File: src/rtl/ats_pkg_unused_guard.sv
`timescale 1ns/10ps
`default_nettype none
`default_nettype wire

File: src/rtl/ats_pkg.sv
package ats_pkg;

    // ****************************************
    // control word layout
    // ****************************************
    localparam int CTRL_W = 16;
    localparam int DIV_SEL_LSB = 14;
    localparam int SMP_SEL_LSB = 12;
    localparam int RESULT_W = 10;
    localparam int SYNC_W = 12;
    localparam int SYNC_BELOW_BIT = 10;
    localparam int SYNC_ABOVE_BIT = 11;

    // ****************************************
    // basic clock divide ratios
    // ****************************************
    localparam logic [4:0] DIV_LEN_00 = 5'h04;
    localparam logic [4:0] DIV_LEN_01 = 5'h02;
    localparam logic [4:0] DIV_LEN_10 = 5'h10;
    localparam logic [4:0] DIV_LEN_11 = 5'h08;

    // ****************************************
    // sample and resolve lengths in basic clocks, load length in clock cycles
    // ****************************************
    localparam logic [6:0] SMP_LEN_00 = 7'h08;
    localparam logic [6:0] SMP_LEN_01 = 7'h10;
    localparam logic [6:0] SMP_LEN_10 = 7'h20;
    localparam logic [6:0] SMP_LEN_11 = 7'h40;
    localparam logic [6:0] RESOLVE_BC = 7'h28;
    localparam logic [1:0] SAR_STEP_LAST = 2'h3;
    localparam logic [1:0] LOAD_LAST = 2'h1;

    // ****************************************
    // result codes and calibration
    // ****************************************
    localparam logic [9:0] CODE_ZERO = 10'h000;
    localparam logic [9:0] CODE_FULL = 10'h3FF;
    localparam logic [9:0] SAR_FIRST_BIT = 10'h200;
    localparam int unsigned CAL_BC_PERIODS = 3328;

    typedef enum logic [1:0] {ST_IDLE, ST_SAMPLE, ST_RESOLVE, ST_LOAD} ats_phase_t;

    function automatic logic [4:0] ats_div_len(input logic [1:0] sel);
        logic [4:0] len;
        len = DIV_LEN_00;
        unique case (sel)
            2'h0: len = DIV_LEN_00;
            2'h1: len = DIV_LEN_01;
            2'h2: len = DIV_LEN_10;
            2'h3: len = DIV_LEN_11;
        endcase
        return len;
    endfunction : ats_div_len

    function automatic logic [6:0] ats_smp_len(input logic [1:0] sel);
        logic [6:0] len;
        len = SMP_LEN_00;
        unique case (sel)
            2'h0: len = SMP_LEN_00;
            2'h1: len = SMP_LEN_01;
            2'h2: len = SMP_LEN_10;
            2'h3: len = SMP_LEN_11;
        endcase
        return len;
    endfunction : ats_smp_len

endpackage : ats_pkg

File: src/rtl/ats_bc_if.sv
`timescale 1ns/10ps
`default_nettype none
interface ats_bc_if;
    logic [1:0] div_sel;
    logic restart;
    logic tick;
    modport src (input div_sel, input restart, output tick);
    modport ctl (output div_sel, output restart, input tick);
endinterface : ats_bc_if
`default_nettype wire

File: src/rtl/ats_bc_divider.sv
`timescale 1ns/10ps
`default_nettype none
module ats_bc_divider (
    input wire logic clk_i,
    input wire logic rstn_i,
    ats_bc_if.src bc
);
    import ats_pkg::*;

    typedef struct packed {
        logic [4:0] cnt;
    } ats_div_state_t;

    ats_div_state_t st_reg;
    ats_div_state_t st_next;
    logic [4:0] len;

    // ****************************************
    // divider
    // ****************************************
    assign len = ats_div_len(bc.div_sel);
    assign bc.tick = (st_reg.cnt >= (len - 5'h01));

    always_comb
    begin
        st_next = st_reg;
        if (bc.restart || bc.tick)
        begin
            st_next.cnt = 5'h00;
        end
        else
        begin
            st_next.cnt = st_reg.cnt + 5'h01;
        end
    end

    always_ff @(posedge clk_i)
    begin
        if (!rstn_i)
        begin
            st_reg <= '0;
        end
        else
        begin
            st_reg <= st_next;
        end
    end
endmodule : ats_bc_divider
`default_nettype wire

File: src/rtl/ats_sequencer.sv
`timescale 1ns/10ps
`default_nettype none
module ats_sequencer #(
    parameter int unsigned CAL_PERIODS = ats_pkg::CAL_BC_PERIODS
) (
    input wire logic clk_i,
    input wire logic rstn_i,
    input wire logic [ats_pkg::CTRL_W-1:0] converter_control_word_i,
    input wire logic start_i,
    input wire logic [ats_pkg::RESULT_W-1:0] ain_code_i,
    input wire logic ain_below_gnd_i,
    input wire logic ain_above_ref_i,
    output logic sample_o,
    output logic busy_o,
    output logic done_o,
    output logic [ats_pkg::RESULT_W-1:0] result_o,
    output logic cal_busy_o
);
    import ats_pkg::*;

    localparam logic [15:0] CAL_LAST = 16'(CAL_PERIODS - 1);

    typedef struct packed {
        logic [SYNC_W-1:0] sync1;
        logic [SYNC_W-1:0] sync2;
        logic [SYNC_W-1:0] hold;
        ats_phase_t phase;
        logic [6:0] bc_cnt;
        logic [1:0] sub_cnt;
        logic [RESULT_W-1:0] mask;
        logic [RESULT_W-1:0] sar;
        logic [1:0] load_cnt;
        logic [15:0] cal_cnt;
        logic cal_busy;
        logic sample;
        logic busy;
        logic done;
        logic [RESULT_W-1:0] result;
    } ats_seq_state_t;

    ats_seq_state_t st_reg;
    ats_seq_state_t st_next;
    logic bc_restart;
    logic [1:0] basic_clock_divider_select;
    logic [1:0] sample_length_select;
    logic [6:0] smp_len;
    logic [RESULT_W-1:0] trial;

    ats_bc_if bc_if();

    // ****************************************
    // basic clock
    // ****************************************
    assign basic_clock_divider_select = converter_control_word_i[DIV_SEL_LSB+1:DIV_SEL_LSB];
    assign sample_length_select = converter_control_word_i[SMP_SEL_LSB+1:SMP_SEL_LSB];
    assign smp_len = ats_smp_len(sample_length_select);
    assign bc_if.div_sel = basic_clock_divider_select;
    assign bc_if.restart = bc_restart;
    assign trial = st_reg.sar | st_reg.mask;

    ats_bc_divider u_div (
        .clk_i(clk_i),
        .rstn_i(rstn_i),
        .bc(bc_if)
    );

    // ****************************************
    // sequencer
    // ****************************************
    always_comb
    begin
        st_next = st_reg;
        bc_restart = 1'b0;
        st_next.sync1 = {ain_above_ref_i, ain_below_gnd_i, ain_code_i};
        st_next.sync2 = st_reg.sync1;
        st_next.done = 1'b0;
        if (st_reg.cal_busy && st_reg.phase == ST_IDLE && bc_if.tick)
        begin
            if (st_reg.cal_cnt == CAL_LAST)
            begin
                st_next.cal_busy = 1'b0;
            end
            else
            begin
                st_next.cal_cnt = st_reg.cal_cnt + 16'h0001;
            end
        end
        unique case (st_reg.phase)
            ST_IDLE:
            begin
                if (start_i)
                begin
                    st_next.phase = ST_SAMPLE;
                    st_next.sample = 1'b1;
                    st_next.busy = 1'b1;
                    st_next.bc_cnt = 7'h00;
                    bc_restart = 1'b1;
                end
            end
            ST_SAMPLE:
            begin
                if (bc_if.tick)
                begin
                    if (st_reg.bc_cnt == smp_len - 7'h01)
                    begin
                        st_next.phase = ST_RESOLVE;
                        st_next.sample = 1'b0;
                        st_next.hold = st_reg.sync2;
                        st_next.bc_cnt = 7'h00;
                        st_next.sub_cnt = 2'h0;
                        st_next.mask = SAR_FIRST_BIT;
                        st_next.sar = CODE_ZERO;
                    end
                    else
                    begin
                        st_next.bc_cnt = st_reg.bc_cnt + 7'h01;
                    end
                end
            end
            ST_RESOLVE:
            begin
                if (bc_if.tick)
                begin
                    st_next.sub_cnt = st_reg.sub_cnt + 2'h1;
                    if (st_reg.sub_cnt == SAR_STEP_LAST)
                    begin
                        if (trial <= st_reg.hold[RESULT_W-1:0])
                        begin
                            st_next.sar = trial;
                        end
                        st_next.mask = st_reg.mask >> 1;
                    end
                    if (st_reg.bc_cnt == RESOLVE_BC - 7'h01)
                    begin
                        st_next.phase = ST_LOAD;
                        st_next.load_cnt = 2'h0;
                    end
                    else
                    begin
                        st_next.bc_cnt = st_reg.bc_cnt + 7'h01;
                    end
                end
            end
            ST_LOAD:
            begin
                if (st_reg.load_cnt == LOAD_LAST)
                begin
                    st_next.phase = ST_IDLE;
                    st_next.busy = 1'b0;
                    st_next.done = 1'b1;
                    if (st_reg.hold[SYNC_BELOW_BIT])
                    begin
                        st_next.result = CODE_ZERO;
                    end
                    else if (st_reg.hold[SYNC_ABOVE_BIT])
                    begin
                        st_next.result = CODE_FULL;
                    end
                    else
                    begin
                        st_next.result = st_reg.sar;
                    end
                end
                else
                begin
                    st_next.load_cnt = st_reg.load_cnt + 2'h1;
                end
            end
        endcase
    end

    always_ff @(posedge clk_i)
    begin
        if (!rstn_i)
        begin
            st_reg <= '0;
            st_reg.cal_busy <= 1'b1;
        end
        else
        begin
            st_reg <= st_next;
        end
    end

    assign sample_o = st_reg.sample;
    assign busy_o = st_reg.busy;
    assign done_o = st_reg.done;
    assign result_o = st_reg.result;
    assign cal_busy_o = st_reg.cal_busy;
endmodule : ats_sequencer
`default_nettype wire

File: config.mk
export PLATFORM = sky130hd
export DESIGN_NAME = ats_sequencer
export DESIGN_NICKNAME = d
export VERILOG_FILES = /design/src/rtl/ats_pkg_unused_guard.sv /design/src/rtl/ats_pkg.sv /design/src/rtl/ats_bc_if.sv /design/src/rtl/ats_bc_divider.sv /design/src/rtl/ats_sequencer.sv
export SDC_FILE = /design/constraint.sdc
export NUM_CORES = 1
export LEC_CHECK = 0
export CAP_MARGIN = 5
export CORE_UTILIZATION = 56
export DETAILED_ROUTE_END_ITERATION = 10
export DONT_BUFFER_PORTS = 1
export GPL_ROUTABILITY_DRIVEN = 0
export PLACE_DENSITY_LB_ADDON = 0.25
export SYNTH_ARGS = -nofsm -noshare
export SYNTH_HDL_FRONTEND = slang
export SYNTH_SLANG_ARGS = --single-unit
File: constraint.sdc
create_clock -name clk_i -period 6.1 [get_ports clk_i]
set_clock_uncertainty 0.05 [all_clocks]
set_input_delay 0.61 -clock clk_i [delete_from_list [all_inputs] [get_ports clk_i]]
set_output_delay 0.61 -clock clk_i [all_outputs]
set_load 0.02 [all_outputs]
==> summary.md, run 1 <==
| Metric | Value |
|---|---|
| Outcome | `finished, final reports clean` |
| Antenna cell count | `0` |
| Hold Path Origin | `rstn_i` |
| Largest net degree at the start of global routing | `45` |
| CP endpoint kind | `register` |
| H-tree depth | `3` |
| Clock Tree Root | `clkbuf_8` |
| TNS Setup | `0 ps` |
| Leak | `1.88 nW` |
| Slew headroom | `42.9%` |
| Syn avg cell area | `8.89 um^2` |
| Post-cts gate resize count | `0` |
| Max reg flops | `73` |
| R2R cell count | `7` |
| Starting Density | `57.8%` |
| Die area | `8850 um^2` |
| FFs w/ async S/R, synth | `0%` |
| Worst reg2reg path startpoint | `st_reg[61]` |
| Max Cap Violations | `0` |
| Final Power | `1.51 mW` |
| Sequential Area | `2080 um^2` |
| Hold-fix buffers, CTS | `0` |
| Synth top area share | `43.9%` |
| FF+latch count, synth | `104` |
| Final worst slack | `3030 ps` |
| Worst-path maximum fanout | `27` |
| Setup slack, reg-to-reg | `3030 ps` |
| CP Launch Type | `register` |
| Vias in the first global route | `3,211` |
| Total wire length | `8470 um` |
| Crit path kind | `reg -> reg` |
| FP Rows | `33` |
| Global-route wire length before repair | `14,400 um` |
| DR vias | `3,443` |
| CTS Buffer Depth | `2` |
| Initial drt markers | `159` |
| Slew Limit Fails | `0` |
| Fin nets | `563` |
| Syn-to-layout area delta | `2.90%` |
| Die extent in x | `94.1 um` |
| Post-place setup slack | `2830 ps` |
| Worst-skew pair later-pin latency | `380 ps` |
| WP data arrival | `3320 ps` |
| Area of the core | `8220 um^2` |
| Count leader, synth | `dfxtp_1` |
| GRT Resource Usage Total | `20.5%` |
| Area of the multi-input gates | `2380 um^2` |
| Hold/Removal Path Class | `in -> reg` |
| Num Clock Sinks | `104` |
| Port bufs | `0` |
| Worst r2r dst | `st_reg[33]` |
| CTS tree | `done` |
| Number of fill cells | `690` |
| Sequential-to-total area share from yosys stat | `43.9%` |
| Post-Syn Instances | `534` |
| CTS Buf Count | `9` |
| Post-placement cell area | `4680 um^2` |
| Drt pass-1 iters | `4` |
| Cell taking the most area after synthesis | `dfxtp_1` |
| Hold WS | `256 ps` |
| Max rail drop VDD | `0.000187 V` |
| Clk pin slew, worst setup/hold paths | `110 ps` |
| Synth area leaders | `dfxtp_1 44%, mux2i_1 7.2%, ha_1 6.1%, nor2_1 5.7%, and2_1 4.1%` |
| Chip Height | `94.1 um` |
| Final cycle utilization of the critical path | `50.3%` |
| Post-synth EDFFs | `0` |
| Routed wire per std cell | `13.7 um` |
| Post-Syn Area | `4750 um^2` |
| Final Hold Violating Endpoints | `0` |
| Antenna Nets Post-Route | `0` |
| Proportion of layout cells with a drive suffix above 1 | `7.59%` |
| Post-CTS Setup Bufs | `0` |
| Critical Path Sink | `st_reg[33]` |
| Final setup viols | `0` |
| Top_reg_cell synth | `dfxtp_1` |
| Unrepaired setup endpoints after global routing | `false` |
| Final instance area | `4880 um^2` |
| Synth cell count leaders | `104 x dfxtp_1, 72 x nor2_1, 38 x nand2_1` |
| Fmax | `0.326 GHz` |
| Drt drc | `0` |
| Total gr overflow | `0` |
| Worst Path Required | `6350 ps` |
| Post-Syn Nets | `588` |
| PD cells | `310 nW/um^2` |
| Synth cell types | `53` |
| Post-DP HPWL | `5840 um` |
| Initial antenna violation count | `0` |
| Tmin final | `3070 ps` |
| I/O Pins | `45` |
| Worst Tran Pin Value | `857 ps` |
| Vias/cell | `5.56` |
| Synth warn | `0` |
| Crit path launch | `st_reg[61]` |
critical path, stage by stage, from the launching register on:
cell and delay, ps:
dfxtp_1 380, inv_1 90, ha_1 500, nor2_1 260
o311ai_0 200, a21oi_2 630, o21a_1 620, mux2i_1 260
layout make-up:
class	count	area share, %
clock inverters	7	1.72
clock buffers	9	2.54
multi-input cells	374	48.8
repair buffers	1	0.154
flip-flops and latches	104	42.6
inverters	19	1.46
well taps	105	2.69
worst min path at each step:
stage | endpoint | slack, ps | cells after the start
floorplan | st_reg[75] | 360 | 1
global placement | st_reg[80] | 370 | 1
detailed placement | st_reg[79] | 370 | 1
CTS | cal_busy_o | 240 | 1
global route | cal_busy_o | 230 | 1
finish | cal_busy_o | 260 | 1
power by group:
part	switching [mW]	total (mW)	internal, mW
Combinational	0.213	0.350	0.137
Sequential	0.0240	0.730	0.706
Clock	0.268	0.434	0.166
cell usage in the layout (no fill, tap or decap), drive strengths merged, types with 12 or more instances in the layout:
cell type / netlist / layout
a21oi: 31 / 31
and2: 31 / 31
dfxtp: 104 / 104
ha: 23 / 23
inv: 19 / 23
mux2i: 34 / 34
nand2: 38 / 38
nand3: 14 / 14
nor2: 73 / 73
nor3: 15 / 15
o21ai: 13 / 13
or2: 12 / 12
xnor2: 17 / 17
layer usage:
layer | vias up | GRT usage, % | wire length [um]
li1 | 1742 | - | -
met1 | 1628 | 25.9 | 4080
met2 | 64 | 34.1 | 4000
met3 | 9 | 5.34 | 298
met4 | 0 | 6.28 | 85
met5 | - | 0 | 0
stage by stage:
stage | util, % | cells
6_report | 59.4 | 619
4_1_cts | 59.4 | 619
3_3_place_gp | 56.9 | 603
3_5_place_dp | 56.9 | 603
2_1_floorplan | - | 534
5_1_grt | 59.4 | 619
kinds of logic (layout without fill, tap and decap cells):
logic type	count (synthesis)	in the layout	share of synthesized area, %
buffers and inverters	56	36	5.91
muxes	34	34	7.17
adders and majority gates	23	23	6.06
xor gates and xnor gates	22	22	4.06
DFF	104	104	43.9
AOI/OAI and AO/OA	62	62	7.99
other	1	1	0.0790
and+or+nand+nor	232	232	24.9
Power figures use the tool's default switching activity.
==> inputs of run 2 (changes only) <==
==> constraint.sdc (replaced) <==
create_clock -name clk_i -period 2.9 [get_ports clk_i]
set_clock_uncertainty 0.05 [all_clocks]
set_input_delay 0.29 -clock clk_i [delete_from_list [all_inputs] [get_ports clk_i]]
set_output_delay 0.29 -clock clk_i [all_outputs]
set_load 0.02 [all_outputs]
==> summary.md, run 2 (synthesized netlist as in run 1, its figures left out) <==
| Metric | Value |
|---|---|
| Outcome | `finished, final reports clean` |
| Worst Hold Path EP | `st_reg[31]` |
| Fin nets | `580` |
| CTS tree | `done` |
| CP endpoint kind | `register` |
| Antenna Nets Post-Route | `0` |
| CTS Buffer Depth | `2` |
| Clk pin slew, worst setup/hold paths | `120 ps` |
| Starting Density | `57.8%` |
| Final Hold Violating Endpoints | `0` |
| Syn-to-layout area delta | `6.33%` |
| Slew headroom | `34.4%` |
| Chip Height | `94.1 um` |
| Commonest non-fill, non-tap cell in the layout | `dfxtp_1` |
| Hold Path Origin | `rstn_i` |
| Antenna cell count | `0` |
| Area of the core | `8220 um^2` |
| Die extent in x | `94.1 um` |
| Vias in the first global route | `3,240` |
| Worst Path Required | `3150 ps` |
| Tmin final | `2450 ps` |
| Setup slack, reg-to-reg | `450 ps` |
| Crit path kind | `reg -> reg` |
| Post-Layout Cell Count | `636` |
| Worst Tran Pin Value | `981 ps` |
| Initial antenna violation count | `0` |
| Clock Tree Root | `clkbuf_8` |
| R2R cell count | `7` |
| Drt pass-1 iters | `5` |
| TNS Setup | `0 ps` |
| Worst-skew pair later-pin latency | `380 ps` |
| CTS Buf Count | `9` |
| Initial drt markers | `125` |
| CP Launch Type | `register` |
| GRT Resource Usage Total | `20.7%` |
| Worst-path maximum fanout | `10` |
| Final cycle utilization of the critical path | `84.6%` |
| Max Cap Violations | `0` |
| PD cells | `639 nW/um^2` |
| WP data arrival | `2700 ps` |
| Vias/cell | `5.48` |
| Max reg flops | `73` |
| Commonest non-fill, non-tap cells in the layout | `104 x dfxtp_1, 72 x nor2_1, 38 x nand2_1, 34 x mux2i_1, 31 x and2_1` |
| Die area | `8850 um^2` |
| Hold/Removal Path Class | `in -> reg` |
| DR vias | `3,486` |
| Routed wire per std cell | `13.5 um` |
| Largest net degree at the start of global routing | `38` |
| Leak | `1.96 nW` |
| Worst reg2reg path startpoint | `st_reg[39]` |
| Num Clock Sinks | `104` |
| Drt drc | `0` |
| Proportion of layout cells with a drive suffix above 1 | `7.91%` |
| H-tree depth | `3` |
| Slew Limit Fails | `0` |
| Post-DP HPWL | `5830 um` |
| DP Cell Count | `606` |
| Unrepaired setup endpoints after global routing | `false` |
| Fmax | `0.407 GHz` |
| Final setup viols | `0` |
| Total gr overflow | `0` |
| FP Rows | `33` |
| Max rail drop VDD | `0.000280 V` |
| Port bufs | `0` |
| Global-route wire length before repair | `14,400 um` |
| Total wire length | `8600 um` |
| I/O Pins | `45` |
| Hold Path Cell Cnt | `2` |
| Worst r2r dst | `st_reg[32]` |
==> run 2: cell count changes in the layout (fill, tap and decap cells not counted) <==
cell and delta:
buf_4 +3, dlygate4sd3_1 +14
==> run 2: layer usage <==
metal / share of wire (%) / vias to the layer above / global-route usage [%]
met4: 1.3 / 0 / 8.33
met1: 48 / 1633 / 25.6
met2: 47 / 74 / 34.1
li1: - / 1769 / -
met3: 4.0 / 10 / 5.50
met5: 0 / - / 0
==> run 2: layout make-up <==
| class | count | area (um^2) |
|---|---|---|
| Clock buffer | 9 | 124 |
| Multi-Input combinational cell | 374 | 2380 |
| Clock inverter | 7 | 83.8 |
| Inverter | 19 | 71.3 |
| Timing Repair Buffer | 18 | 170 |
| Tap cell | 105 | 131 |
| Sequential cell | 104 | 2080 |
| Fill cell | 696 | 3170 |
==> run 2: repair_timing <==
action,CTS,global route
hold buffers,13,1
setup endpoints to repair,0,0
setup buffers,0,0
gates resized for setup,0,0
endpoints found under the hold margin,32,1
==> run 2: worst max path at each step <==
| stage | slack, ps | endpoint | startpoint | cells after the start |
|---|---|---|---|---|
| final | 450 | st_reg[32] | st_reg[39] | 7 |
| after global routing | 250 | st_reg[54] | u_div.st_reg[3] | 7 |
| after CTS | 420 | st_reg[32] | st_reg[54] | 6 |
| after detailed placement | 440 | st_reg[32] | converter_control_word_i[14] | 8 |
| after global placement | 530 | st_reg[33] | converter_control_word_i[14] | 8 |
| after floorplan | 710 | st_reg[73] | st_reg[54] | 8 |
==> run 2: stage by stage <==
stage | worst slack (ps) | hold WS (ps) | util, % | cell area, um^2 | total power, mW
2_1_floorplan | 709 | 362 | - | 4750 | 2.18
3_3_place_gp | 532 | 317 | 57.2 | 4700 | 2.28
3_5_place_dp | 443 | 316 | 57.2 | 4700 | 2.31
4_1_cts | 416 | 1.04 | 61.3 | 5040 | 3.25
5_1_grt | 247 | 18.3 | 61.4 | 5050 | 3.38
6_report | 446 | 11.1 | 61.4 | 5050 | 3.23
==> run 2: power by group <==
| part | total [mW] | switching [mW] | internal, mW | leakage, nW |
|---|---|---|---|---|
| Clock | 0.917 | 0.568 | 0.349 | 0.105 |
| Sequential | 1.54 | 0.0507 | 1.48 | 0.845 |
| Combinational | 0.774 | 0.458 | 0.316 | 1.01 |
| Total | 3.23 | 1.08 | 2.15 | 1.96 |
==> run 2: critical path, stage by stage (launching register included) <==
cell and delay, ps:
dfxtp_1 350, or2_2 310, ha_1 300, a211oi_1 230, nor2_1 70, nor4_1 270, o21a_1 530, mux2i_1 260
==> inputs of run 3 (changes only) <==
--- a/config.mk
+++ b/config.mk
@@ -5,6 +5,7 @@
 export SDC_FILE = /design/constraint.sdc
 export NUM_CORES = 1
 export LEC_CHECK = 0
+export ABC_AREA = 1
 export CAP_MARGIN = 5
 export CORE_UTILIZATION = 56
 export DETAILED_ROUTE_END_ITERATION = 10
==> constraint.sdc (replaced) <==
create_clock -name clk_i -period 2.46 [get_ports clk_i]
set_clock_uncertainty 0.05 [all_clocks]
set_input_delay 0.246 -clock clk_i [delete_from_list [all_inputs] [get_ports clk_i]]
set_output_delay 0.246 -clock clk_i [all_outputs]
set_load 0.02 [all_outputs]
==> summary.md, run 3 <==
| Metric | Value |
|---|---|
| Most used cell, CP | `nand2_1` |
| Worst-path maximum fanout | `15` |
| Outcome | `finished, final reports clean` |
| Post-synth EDFFs | `0` |
| Hold/Removal Path Class | `in -> reg` |
| Proportion of layout cells with a drive suffix above 1 | `5.76%` |
| Vias in the first global route | `3,822` |
| FP Rows | `33` |
| Drt drc | `0` |
| DR vias | `4,089` |
| Initial antenna violation count | `0` |
| Die area | `9170 um^2` |
| Synth cell count leaders | `168 x nand2_1, 104 x dfxtp_1, 103 x inv_1` |
| Count leader, synth | `nand2_1` |
| Fin nets | `744` |
| Drt pass-1 iters | `4` |
| Commonest non-fill, non-tap cells in the layout | `168 x nand2_1, 104 x dfxtp_1, 103 x inv_1, 79 x nor2_1, 54 x a21oi_1` |
| Critical Path Max Stage Delay | `340 ps` |
| Area of the core | `8340 um^2` |
| Antenna Nets Post-Route | `0` |
| Vias/cell | `5.11` |
| Post-Syn Area | `4920 um^2` |
| Antenna cell count | `0` |
| CP max stage cell | `dfxtp_1` |
| GRT Resource Usage Total | `22.5%` |
| Port bufs | `0` |
| I/O Pins | `45` |
| Crit path kind | `reg -> reg` |
| Leak | `2.41 nW` |
| Max Cap Violations | `0` |
| Global-route wire length before repair | `16,100 um` |
| Max rail drop VDD | `0.000633 V` |
| Post-Syn Instances | `691` |
| Final cycle utilization of the critical path | `85.2%` |
| WP data arrival | `2350 ps` |
| Final Power | `4.83 mW` |
| Chip Height | `95.7 um` |
| Slew Limit Fails | `0` |
| FF+latch count, synth | `104` |
| Final Hold Violating Endpoints | `0` |
| Worst-skew pair later-pin latency | `360 ps` |
| CP Launch Type | `register` |
| Final setup viols | `0` |
| Post-DP HPWL | `6500 um` |
| PD cells | `921 nW/um^2` |
| Initial drt markers | `161` |
| Fmax | `0.477 GHz` |
| Largest net degree at the start of global routing | `63` |
| Crit-path cells | `or2_2, ha_1, nand2_1, nor2_1, nand2_1, o21ai_1, inv_1, nand2_2, nand3_4, nand2_1, inv_1, nor2_1` |
| Syn avg cell area | `7.12 um^2` |
| Synth cell types | `36` |
| Synth area leaders | `dfxtp_1 42%, nand2_1 13%, inv_1 7.9%, nor2_1 6.0%, ha_1 5.8%` |
| Post-Layout Cell Count | `800` |
| Clock Tree Root | `clkbuf_8` |
| Top_reg_cell synth | `dfxtp_1` |
| FFs w/ async S/R, synth | `0%` |
| CTS Buffer Depth | `2` |
| CP endpoint kind | `register` |
| Sequential Area | `2080 um^2` |
| Sequential-to-total area share from yosys stat | `42.3%` |
| H-tree depth | `3` |
| Max reg flops | `73` |
| CTS tree | `done` |
| Synth warn | `0` |
| Number of fill cells | `764` |
| Cell taking the most area after synthesis | `dfxtp_1` |
| Num Clock Sinks | `104` |
| Bufs and invs on worst path | `2` |
| Clk pin slew, worst setup/hold paths | `100 ps` |
| Worst Path Required | `2720 ps` |
| TNS Setup | `0 ps` |
| Tmin final | `2100 ps` |
| Die extent in x | `95.7 um` |
| Area of the multi-input gates | `2260 um^2` |
| CTS Buf Count | `9` |
| Crit path max-delay family | `simple AND/OR/NAND/NOR gates` |
| Routed wire per std cell | `11.6 um` |
| Syn-to-layout area delta | `6.51%` |
| DP Cell Count | `770` |
| Total gr overflow | `0` |
| Post-Syn Nets | `745` |
| Starting Density | `59.0%` |
| Synth top area share | `42.3%` |
| Total wire length | `9260 um` |
| Commonest non-fill, non-tap cell in the layout | `nand2_1` |
| Unrepaired setup endpoints after global routing | `false` |
## run 3: changes by cell type after synthesis, moves of 8 or more
cell     previous run  this run
nor3_1             15         6
or2_2              12         4
nand3_1            14        29
and2_1             31         0
nand2_1            38       168
nand4_1            11        20
a21oi_1            30        54
inv_1              19       103
xnor2_1            17         2
mux2i_1            34         0
o21ai_0            12        35
## run 3: final timing paths
check               from         end  slack, ps  cells after the start
min               rstn_i  st_reg[24]         70                      2
max           st_reg[37]  st_reg[36]        360                     12
max reg2reg   st_reg[37]  st_reg[36]        360                     12
min reg2reg  st_next[78]  st_reg[78]        360                      2
## run 3: what timing repair did
| item | CTS | global route |
|---|---|---|
| setup buffers | 0 | 0 |
| gates resized for setup | 0 | 0 |
| hold buffers | 14 | 0 |
| hold endpoints to repair | 62 | 0 |
## run 3: per-layer routing
metal,GRT usage (%),vias up,share of wire [%]
met3,3.95,11,3.8
met5,0,-,0
met4,8.83,0,1.4
met1,26.8,1831,47
li1,-,2164,-
met2,40.0,83,47
## run 3: cells by family after synthesis
group                      count (synthesis)  synth area share, %
DFF                                      104                 42.3
other                                      1               0.0762
buffers and inverters                    136                 11.7
adders and majority gates                 23                 5.85
xor gates and xnor gates                  10                 1.78
and+or+nand+nor                          321                 28.0
AOI/OAI and AO/OA                         96                 10.2
## run 3: layout make-up
| cell class | count | area share (%) |
|---|---|---|
| Timing Repair Buffer | 19 | 3.58 |
| Clock buffer | 9 | 2.36 |
| Tap cell | 105 | 2.51 |
| Inverter | 105 | 7.52 |
| Multi-Input combinational cell | 451 | 43.2 |
| Sequential cell | 104 | 39.7 |
| Clock inverter | 7 | 1.15 |
## run 3: stage by stage
stage	worst slack [ps]	hold slack (ps)	area, um^2	utilization, %
6_report	364	65.9	5240	62.8
5_1_grt	126	69.0	5240	62.8
4_1_cts	361	55.3	5240	62.8
3_5_place_dp	373	286	4910	58.8
3_3_place_gp	447	281	4910	58.8
2_1_floorplan	546	294	4920	-
## run 3: where the power goes
part | switching (mW) | total [mW] | internal, mW
Sequential | 0.128 | 1.98 | 1.86
Clock | 0.603 | 0.991 | 0.388
Combinational | 1.21 | 1.85 | 0.642
